File: src/hdl/timer_defines.svh
// Summary of operation
// - overflow interrupt request raised when enable bit set and overflow flag set
// - with counter reset enabled, a channel 3 compare match clears the counter
// - channel 3 compare value zero with reset enabled holds counter at zero
// - compare value all ones with reset enabled: no overflow flag on wrap
// - new prescale selection takes effect only when all prescale stages are zero
// - prescale select code n divides the timer base clock by two to the n
// - timer base clock is the die link clock over four or aux clock
// - each channel event flag sets on capture or compare event of its channel
// - writing one to a channel event flag clears it; zero leaves it
// - fast clear: capture read or compare write clears that channel's flag
// - overflow flag sets when the 16-bit counter wraps from all ones to zero
// - writing one to the overflow flag clears it; zero leaves it
// - fast clear: any access to the counter clears the overflow flag
// - channel interrupt enable lets that channel's flag raise an interrupt
`ifndef TIMER_DEFINES_SVH
`define TIMER_DEFINES_SVH

`define ADDR_W            16
`define WIN_BLOCKING      8'h0e
`define WIN_NONBLOCKING   8'h0f
`define OFS_CONTROL_TWO   8'h2b
`define OFS_CHAN_FLAGS    8'h2c
`define OFS_OVF_FLAG      8'h2d

`define CTL_OVF_IRQ_EN    7
`define CTL_CNT_RESET_CH3 3
`define CTL_PSEL_HI       2
`define CTL_PSEL_LO       0
`define OVF_FLAG_BIT      7

`define CONTROL_RESET     8'h00
`define FLAGS_RESET       4'h0
`define COUNT_ALL_ONES    16'hffff
`define COUNT_ZERO        16'h0000
`define LINK_DIV_LAST     2'h3
`define PRESC_W           7

`endif

File: src/hdl/timer_pkg.sv
package timer_pkg;

    typedef struct packed {
        logic [15:0] addr;
        logic [7:0]  wdata;
        logic        wr;
        logic        rd;
    } bus_req_t;

    typedef struct packed {
        logic       ovf_irq_en;
        logic       cnt_reset_ch3;
        logic [2:0] psel;
    } control_t;

    typedef struct packed {
        logic [3:0] event_set;
        logic [3:0] capture_read;
        logic [3:0] compare_write;
    } chan_evt_t;

endpackage

File: src/hdl/timer_prescale_overflow_flags.sv
`timescale 1ns/100ps
`include "timer_defines.svh"

module timer_prescale_overflow_flags
(
    input  wire logic                CLK,
    input  wire logic                RST_B,
    input  wire logic                CE,
    input  wire timer_pkg::bus_req_t BUS,
    output logic [7:0]               RDATA,
    input  wire logic                TIMER_ENABLE,
    input  wire logic                FAST_FLAG_CLEAR,
    input  wire logic                AUX_CLOCK_SELECT,
    input  wire logic                LOW_FREQ_AUX_CLOCK,
    input  wire logic [15:0]         CH3_COMPARE_VALUE,
    input  wire timer_pkg::chan_evt_t CHAN_EVT,
    input  wire logic                COUNT_ACCESS,
    input  wire logic [3:0]          CHANNEL_IRQ_ENABLE,
    output logic [15:0]              FREE_RUNNING_COUNT,
    output logic [3:0]               CHANNEL_EVENT_FLAG,
    output logic                     OVERFLOW_FLAG,
    output logic                     OVERFLOW_IRQ,
    output logic                     CHANNEL_IRQ
);
    import timer_pkg::*;

    control_t                 ctl_r;
    logic     [3:0]           chan_flag_r;
    logic                     ovf_flag_r;
    logic     [7:0]           rdata_r;
    logic     [15:0]          count_r;
    logic     [15:0]          count_nxt;
    logic     [1:0]           link_div_r;
    logic                     aux_s1_r;
    logic                     aux_s2_r;
    logic                     aux_s3_r;
    logic     [`PRESC_W-1:0]  presc_r;
    logic     [2:0]           psel_act_r;
    logic                     ovf_irq_r;
    logic                     chan_irq_r;
    logic                     base_tick;
    logic                     presc_tick;
    logic                     cnt_tick;
    logic                     sel_win;
    logic                     wr_ctl;
    logic                     wr_chf;
    logic                     wr_ovf;
    logic                     rd_hit;
    logic                     wrap_to_zero;
    logic                     cmp3_reset;
    logic                     hold_zero;
    logic                     ovf_set;
    logic     [3:0]           chan_clr;
    logic                     ovf_clr;

    // low bit mask of prescale stages for a given select code
    function automatic logic [`PRESC_W-1:0] stage_mask(input logic [2:0] s);
        logic [`PRESC_W:0] one_hot;
        one_hot = {{`PRESC_W{1'b0}}, 1'b1} << s;
        stage_mask = one_hot[`PRESC_W-1:0] - {{(`PRESC_W-1){1'b0}}, 1'b1};
    endfunction

    // ---- register decode: blocking and non-blocking windows alias
    assign sel_win = (BUS.addr[15:8] == `WIN_BLOCKING)
                   || (BUS.addr[15:8] == `WIN_NONBLOCKING);
    assign wr_ctl  = CE && BUS.wr && sel_win
                   && (BUS.addr[7:0] == `OFS_CONTROL_TWO);
    assign wr_chf  = CE && BUS.wr && sel_win
                   && (BUS.addr[7:0] == `OFS_CHAN_FLAGS);
    assign wr_ovf  = CE && BUS.wr && sel_win
                   && (BUS.addr[7:0] == `OFS_OVF_FLAG);
    assign rd_hit  = CE && BUS.rd && sel_win;

    always_ff @(posedge CLK or negedge RST_B)
    begin
        if (!RST_B)
        begin
            ctl_r <= control_t'(5'(`CONTROL_RESET));
        end
        else if (wr_ctl)
        begin
            ctl_r.ovf_irq_en    <= BUS.wdata[`CTL_OVF_IRQ_EN];
            ctl_r.cnt_reset_ch3 <= BUS.wdata[`CTL_CNT_RESET_CH3];
            ctl_r.psel <= BUS.wdata[`CTL_PSEL_HI:`CTL_PSEL_LO];
        end
    end

    always_ff @(posedge CLK or negedge RST_B)
    begin
        if (!RST_B)
        begin
            rdata_r <= 8'h00;
        end
        else if (rd_hit)
        begin
            case (BUS.addr[7:0])
                `OFS_CONTROL_TWO:
                    rdata_r <= {ctl_r.ovf_irq_en, 3'h0,
                                ctl_r.cnt_reset_ch3, ctl_r.psel};
                `OFS_CHAN_FLAGS:
                    rdata_r <= {4'h0, chan_flag_r};
                `OFS_OVF_FLAG:
                    rdata_r <= {ovf_flag_r, 7'h00};
                default:
                    rdata_r <= 8'h00;
            endcase
        end
    end

    // ---- timer base clock as a tick on CLK
    always_ff @(posedge CLK or negedge RST_B)
    begin
        if (!RST_B)
        begin
            link_div_r <= 2'h0;
        end
        else if (CE)
        begin
            link_div_r <= link_div_r + 2'h1;
        end
    end

    // aux clock comes from another domain; two flops then edge detect
    always_ff @(posedge CLK or negedge RST_B)
    begin
        if (!RST_B)
        begin
            aux_s1_r <= 1'b0;
            aux_s2_r <= 1'b0;
            aux_s3_r <= 1'b0;
        end
        else if (CE)
        begin
            aux_s1_r <= LOW_FREQ_AUX_CLOCK;
            aux_s2_r <= aux_s1_r;
            aux_s3_r <= aux_s2_r;
        end
    end

    assign base_tick = CE && (AUX_CLOCK_SELECT
                     ? (aux_s2_r && !aux_s3_r)
                     : (link_div_r == `LINK_DIV_LAST));

    // ---- prescaler
    always_ff @(posedge CLK or negedge RST_B)
    begin
        if (!RST_B)
        begin
            presc_r <= '0;
        end
        else if (base_tick && TIMER_ENABLE)
        begin
            presc_r <= presc_r + {{(`PRESC_W-1){1'b0}}, 1'b1};
        end
    end

    // select swaps only while all prescale stages are zero
    always_ff @(posedge CLK or negedge RST_B)
    begin
        if (!RST_B)
        begin
            psel_act_r <= 3'h0;
        end
        else if (CE && presc_r == '0)
        begin
            psel_act_r <= ctl_r.psel;
        end
    end

    assign presc_tick = base_tick && TIMER_ENABLE
        && ((presc_r & stage_mask(psel_act_r))
            == stage_mask(psel_act_r));
    assign cnt_tick   = presc_tick;

    // ---- free-running counter
    assign hold_zero  = ctl_r.cnt_reset_ch3
                      && (CH3_COMPARE_VALUE == `COUNT_ZERO);
    assign cmp3_reset = ctl_r.cnt_reset_ch3
                      && (count_r == CH3_COMPARE_VALUE);
    assign wrap_to_zero = cnt_tick && (count_r == `COUNT_ALL_ONES);
    assign ovf_set    = wrap_to_zero
        && !(ctl_r.cnt_reset_ch3
             && CH3_COMPARE_VALUE == `COUNT_ALL_ONES);

    always_comb
    begin
        count_nxt = count_r;
        if (CE && hold_zero)
        begin
            count_nxt = `COUNT_ZERO;
        end
        else if (cnt_tick && cmp3_reset)
        begin
            count_nxt = `COUNT_ZERO;
        end
        else if (cnt_tick)
        begin
            count_nxt = count_r + 16'h0001;
        end
    end

    always_ff @(posedge CLK or negedge RST_B)
    begin
        if (!RST_B)
        begin
            count_r <= `COUNT_ZERO;
        end
        else
        begin
            count_r <= count_nxt;
        end
    end

    // ---- flags: a set in the same cycle as a clear wins
    assign chan_clr = ((wr_chf ? BUS.wdata[3:0] : 4'h0)
        | ((CE && FAST_FLAG_CLEAR)
           ? (CHAN_EVT.capture_read | CHAN_EVT.compare_write)
           : 4'h0));
    assign ovf_clr  = (wr_ovf && BUS.wdata[`OVF_FLAG_BIT])
        || (CE && FAST_FLAG_CLEAR && COUNT_ACCESS);

    always_ff @(posedge CLK or negedge RST_B)
    begin
        if (!RST_B)
        begin
            chan_flag_r <= `FLAGS_RESET;
        end
        else if (CE)
        begin
            chan_flag_r <= (chan_flag_r & ~chan_clr)
                         | CHAN_EVT.event_set;
        end
    end

    always_ff @(posedge CLK or negedge RST_B)
    begin
        if (!RST_B)
        begin
            ovf_flag_r <= 1'b0;
        end
        else if (CE)
        begin
            ovf_flag_r <= (ovf_flag_r && !ovf_clr) || ovf_set;
        end
    end

    // ---- interrupt requests
    always_ff @(posedge CLK or negedge RST_B)
    begin
        if (!RST_B)
        begin
            ovf_irq_r  <= 1'b0;
            chan_irq_r <= 1'b0;
        end
        else if (CE)
        begin
            ovf_irq_r  <= ctl_r.ovf_irq_en && ovf_flag_r;
            chan_irq_r <= |(chan_flag_r & CHANNEL_IRQ_ENABLE);
        end
    end

    assign RDATA              = rdata_r;
    assign FREE_RUNNING_COUNT = count_r;
    assign CHANNEL_EVENT_FLAG = chan_flag_r;
    assign OVERFLOW_FLAG      = ovf_flag_r;
    assign OVERFLOW_IRQ       = ovf_irq_r;
    assign CHANNEL_IRQ        = chan_irq_r;

endmodule

File: config.mk
export PLATFORM = sky130hd
export DESIGN_NAME = timer_prescale_overflow_flags
export DESIGN_NICKNAME = d
export VERILOG_FILES = /design/src/hdl/timer_pkg.sv /design/src/hdl/timer_prescale_overflow_flags.sv
export VERILOG_INCLUDE_DIRS = /design/src /design/src/hdl
export SDC_FILE = /design/constraint.sdc
export NUM_CORES = 1
export LEC_CHECK = 0
export ABC_AREA = 1
export BUFFER_PORTS_ARGS = -buffer_cell sky130_fd_sc_hd__clkbuf_2
export CORE_ASPECT_RATIO = 0.6
export CORE_MARGIN = 1
export CORE_UTILIZATION = 50
export DETAILED_ROUTE_END_ITERATION = 16
export GPL_TIMING_DRIVEN = 0
export PLACE_DENSITY = 0.78
export SYNTH_ARGS = -nofsm -noshare
export SYNTH_HDL_FRONTEND = slang
export SYNTH_SLANG_ARGS = --single-unit
File: constraint.sdc
create_clock -name CLK -period 2 [get_ports CLK]
set_clock_uncertainty 0.15 [all_clocks]
set_input_delay 0.4 -clock CLK [delete_from_list [all_inputs] [get_ports CLK]]
set_output_delay 0.4 -clock CLK [all_outputs]
set_load 0.02 [all_outputs]
==> impl_metrics.ini <==
[cells_and_area]
num-fill-cells = 542
ff_latch_area_um2 = 1210
diodes = 0
synthToLayoutAreaGrowth_pct = 24.0
multiInputGateArea_um2 = 1670
fin_cells = 650
finalNetCount = 639
drive_gt1_share_pct = 24.2

[clock_tree]
cts_tree = built
path_clk_slew_ns = 0.09
cts_made_buffers = 5
cts-htree-levels = 2
ctsLongestPathBuffers = 2
cts_sinks = 48
cts_root_buf = clkbuf_8
insertion_delay_ns = 0.30

[timing]
finalCritPeriodShare_pct = 93.8
fmax_mhz = 533
hold_slack_ns = 0.142
relSlewSlack_pct = 21.1
tightestPinTransition_ns = 1.18
rsz0062_at_grt = no
slew_viol_final = 0
setup_viol = 0
hold_violations = 0
finalCriticalPeriod_ns = 1.88
setup_slack_ns = 0.124

[route]
drcViolationCount = 0
detail-route-antenna-nets = 0
drtPass1Iterations = 5
wl_um = 8650
vias = 3366
wl_per_cell_um = 13.3
drt_iter0_drc = 350
vias_per_cell = 5.18

[critical_path]
cp_data_arrival_time_ns = 1.91
r2r_slack_ns = 0.12
reg2reg_depth = 8
worstSetupStartpointType = flop
required_ns = 2.04
path_buf_inv = 1
r2r_start = FREE_RUNNING_COUNT[11]
reg2reg_to = FREE_RUNNING_COUNT[10]
critPathKind = reg2reg
slowest_stage = dfrtp_1
cp_top_family = simple AND/OR/NAND/NOR gates
path_max_fanout = 10
end_kind = flop
critPathMaxStageDelay_ns = 0.50
crit_chain = xor2_1 -> nor2_1 -> nand2_1 -> nor2_1 -> nand3_2 -> buf_2 -> nand4_1 -> nand2_1

[power_and_ir_drop]
power_mw = 2.45
power.static_leakage_nw = 2.24
vdd_drop_max_uv = 470
powerDensity_nw_per_um2 = 626

[global_routing]
grt_pass1_wl_um = 14400
first_global_vias = 3076
grtUsageTotal_pct = 27.5
grt_max_degree = 49
grt_remaining_overflow = 0
antenna_found_initial = 0

[floorplanning]
fp.dieArea_um2 = 6640
die_width_um = 105
core-area_um2 = 5830
rows = 21
die_h_um = 63.5
io-pin-count = 97
start_util_pct = 54.0

[min_path]
hold_class = in2reg
hold_end = CHANNEL_EVENT_FLAG[1]
min-delay-start = CHAN_EVT[9]
min_path_cells = 3

[synth]
ys_seq_elements = 48
ys_warn_count = 0
synthDistinctLibCells = 32
yosys-top-cells-area = dfrtp_1 38%, nand2_1 20%, inv_1 6.9%
synthesis.area_um2 = 3150
syn_inst = 465
ys_seq_area_share_pct = 38.1
yosysTopAreaCellShare_pct = 38.1
avgSynthCellArea_um2 = 6.78
synth_area_leader_cell = dfrtp_1

[placement]
dp_slack_ns = -0.0443
globalplace.congestion = 0.888
dp_hpwl_um = 6650
placed_cells = 635
port_buffers = 88

[outcome]
status = complete, no violations

[job]
max-cap-violations = 0
per-layer routing:
layer / GRT usage (%) / part of all wire (%)
met5: 0 / 0
met3: 5.38 / 7.5
met4: 4.82 / 0.49
met2: 42.1 / 44
met1: 40.5 / 48
report_power, final:
group          internal (mW)  switching, mW  leakage, nW
combinational          0.209          0.303         1.57
sequential              1.08          0.110        0.604
clock                  0.409          0.334       0.0614
Yosys cell counts (all sizes together):
library cell and instances:
nand4 30, a21oi 7, inv 63, nand3 33, a41oi 1, conb 1
clkbuf 2, nor3 6, and2 1, clkinv 1, o21ai 12, buf 8
nor4 2, o21bai 1, nor3b 1, a22o 2, nor2 51, nand2 174
a21o 3, dfrtp 48, ha 4, xor2 14
worst max-delay path by stage:
stage,from,slack (ns),cells past startpoint,to
2_1_floorplan,FREE_RUNNING_COUNT[0],0.24,7,FREE_RUNNING_COUNT[6]
3_3_place_gp,CH3_COMPARE_VALUE[10],-0.05,8,FREE_RUNNING_COUNT[9]
3_5_place_dp,CH3_COMPARE_VALUE[10],-0.04,8,FREE_RUNNING_COUNT[10]
4_1_cts,FREE_RUNNING_COUNT[15],0.006,10,FREE_RUNNING_COUNT[10]
5_1_grt,link_div_r[1],0.002,13,FREE_RUNNING_COUNT[7]
6_report,FREE_RUNNING_COUNT[11],0.12,8,FREE_RUNNING_COUNT[10]
worst register-to-register path: cells and delay by family, from the launching register on:
family                    cells  cell delay, ns
and+or+nand+nor               6            0.71
xor gates and xnor gates      1            0.20
DFF                           1            0.50
buffers and inverters         1            0.21
sequential cells by signal, indices dropped and copies added (netlist names):
name and cells:
OVERFLOW_FLAG 1, FREE_RUNNING_COUNT 16, link_div_r 2, aux_s2_r 1, aux_s3_r 1, RDATA 5
ctl_r 5, CHANNEL_EVENT_FLAG 4, aux_s1_r 1, presc_r 7, OVERFLOW_IRQ 1, CHANNEL_IRQ 1
psel_act_r 3
cells by family after synthesis:
family,after synthesis,share of synthesized area (%)
and+or+nand+nor,298,41.6
xor gates and xnor gates,14,3.89
other,1,0.119
AOI/OAI and AO/OA,26,4.80
buffers and inverters,74,9.85
adders and majority gates,4,1.59
DFF,48,38.1
what timing repair did:
item,4_1_cts,5_1_grt
resized for setup,3,11
endpoints found under the setup margin,11,10
pin swaps,0,4
buffers inserted,0,7
hold buffers,0,0
metrics by stage:
step / instance area [µm²] / setup TNS, ns / util, %
final: 3910 / 0 / 67.0
after global routing: 3910 / 0 / 67.0
after CTS: 3830 / 0 / 65.7
after detailed placement: 3700 / -0.223 / 63.4
after global placement: 3700 / -0.390 / 63.4
after floorplan: 3160 / 0 / -
final cells by class:
type,instances,area share [%]
Multi-Input combinational cell,345,42.7
Sequential cell,48,31.0
Timing Repair Buffer,95,12.6
Inverter,64,6.21
Tap cell,80,2.56
Clock buffer,6,2.11
Buffer,10,1.79
Clock inverter,2,0.993
cell usage in the layout (no fill, tap or decap), drive strengths merged:
cell type  synthesis  routed
nand2            174     174
clkbuf             2      96
inv               63      63
nor2              51      51
dfrtp             48      48
nand3             33      33
nand4             30      30
buf                8      15
xor2              14      14
o21ai             12      12
a21oi              7       7
nor3               6       6
ha                 4       4
a21o               3       3
conb               1       3
a22o               2       2
nor4               2       2
clkinv             1       2
nor3b              1       1
and2               1       1
o21bai             1       1
a41oi              1       1
bufinv             0       1
Power figures use the tool's default switching activity.
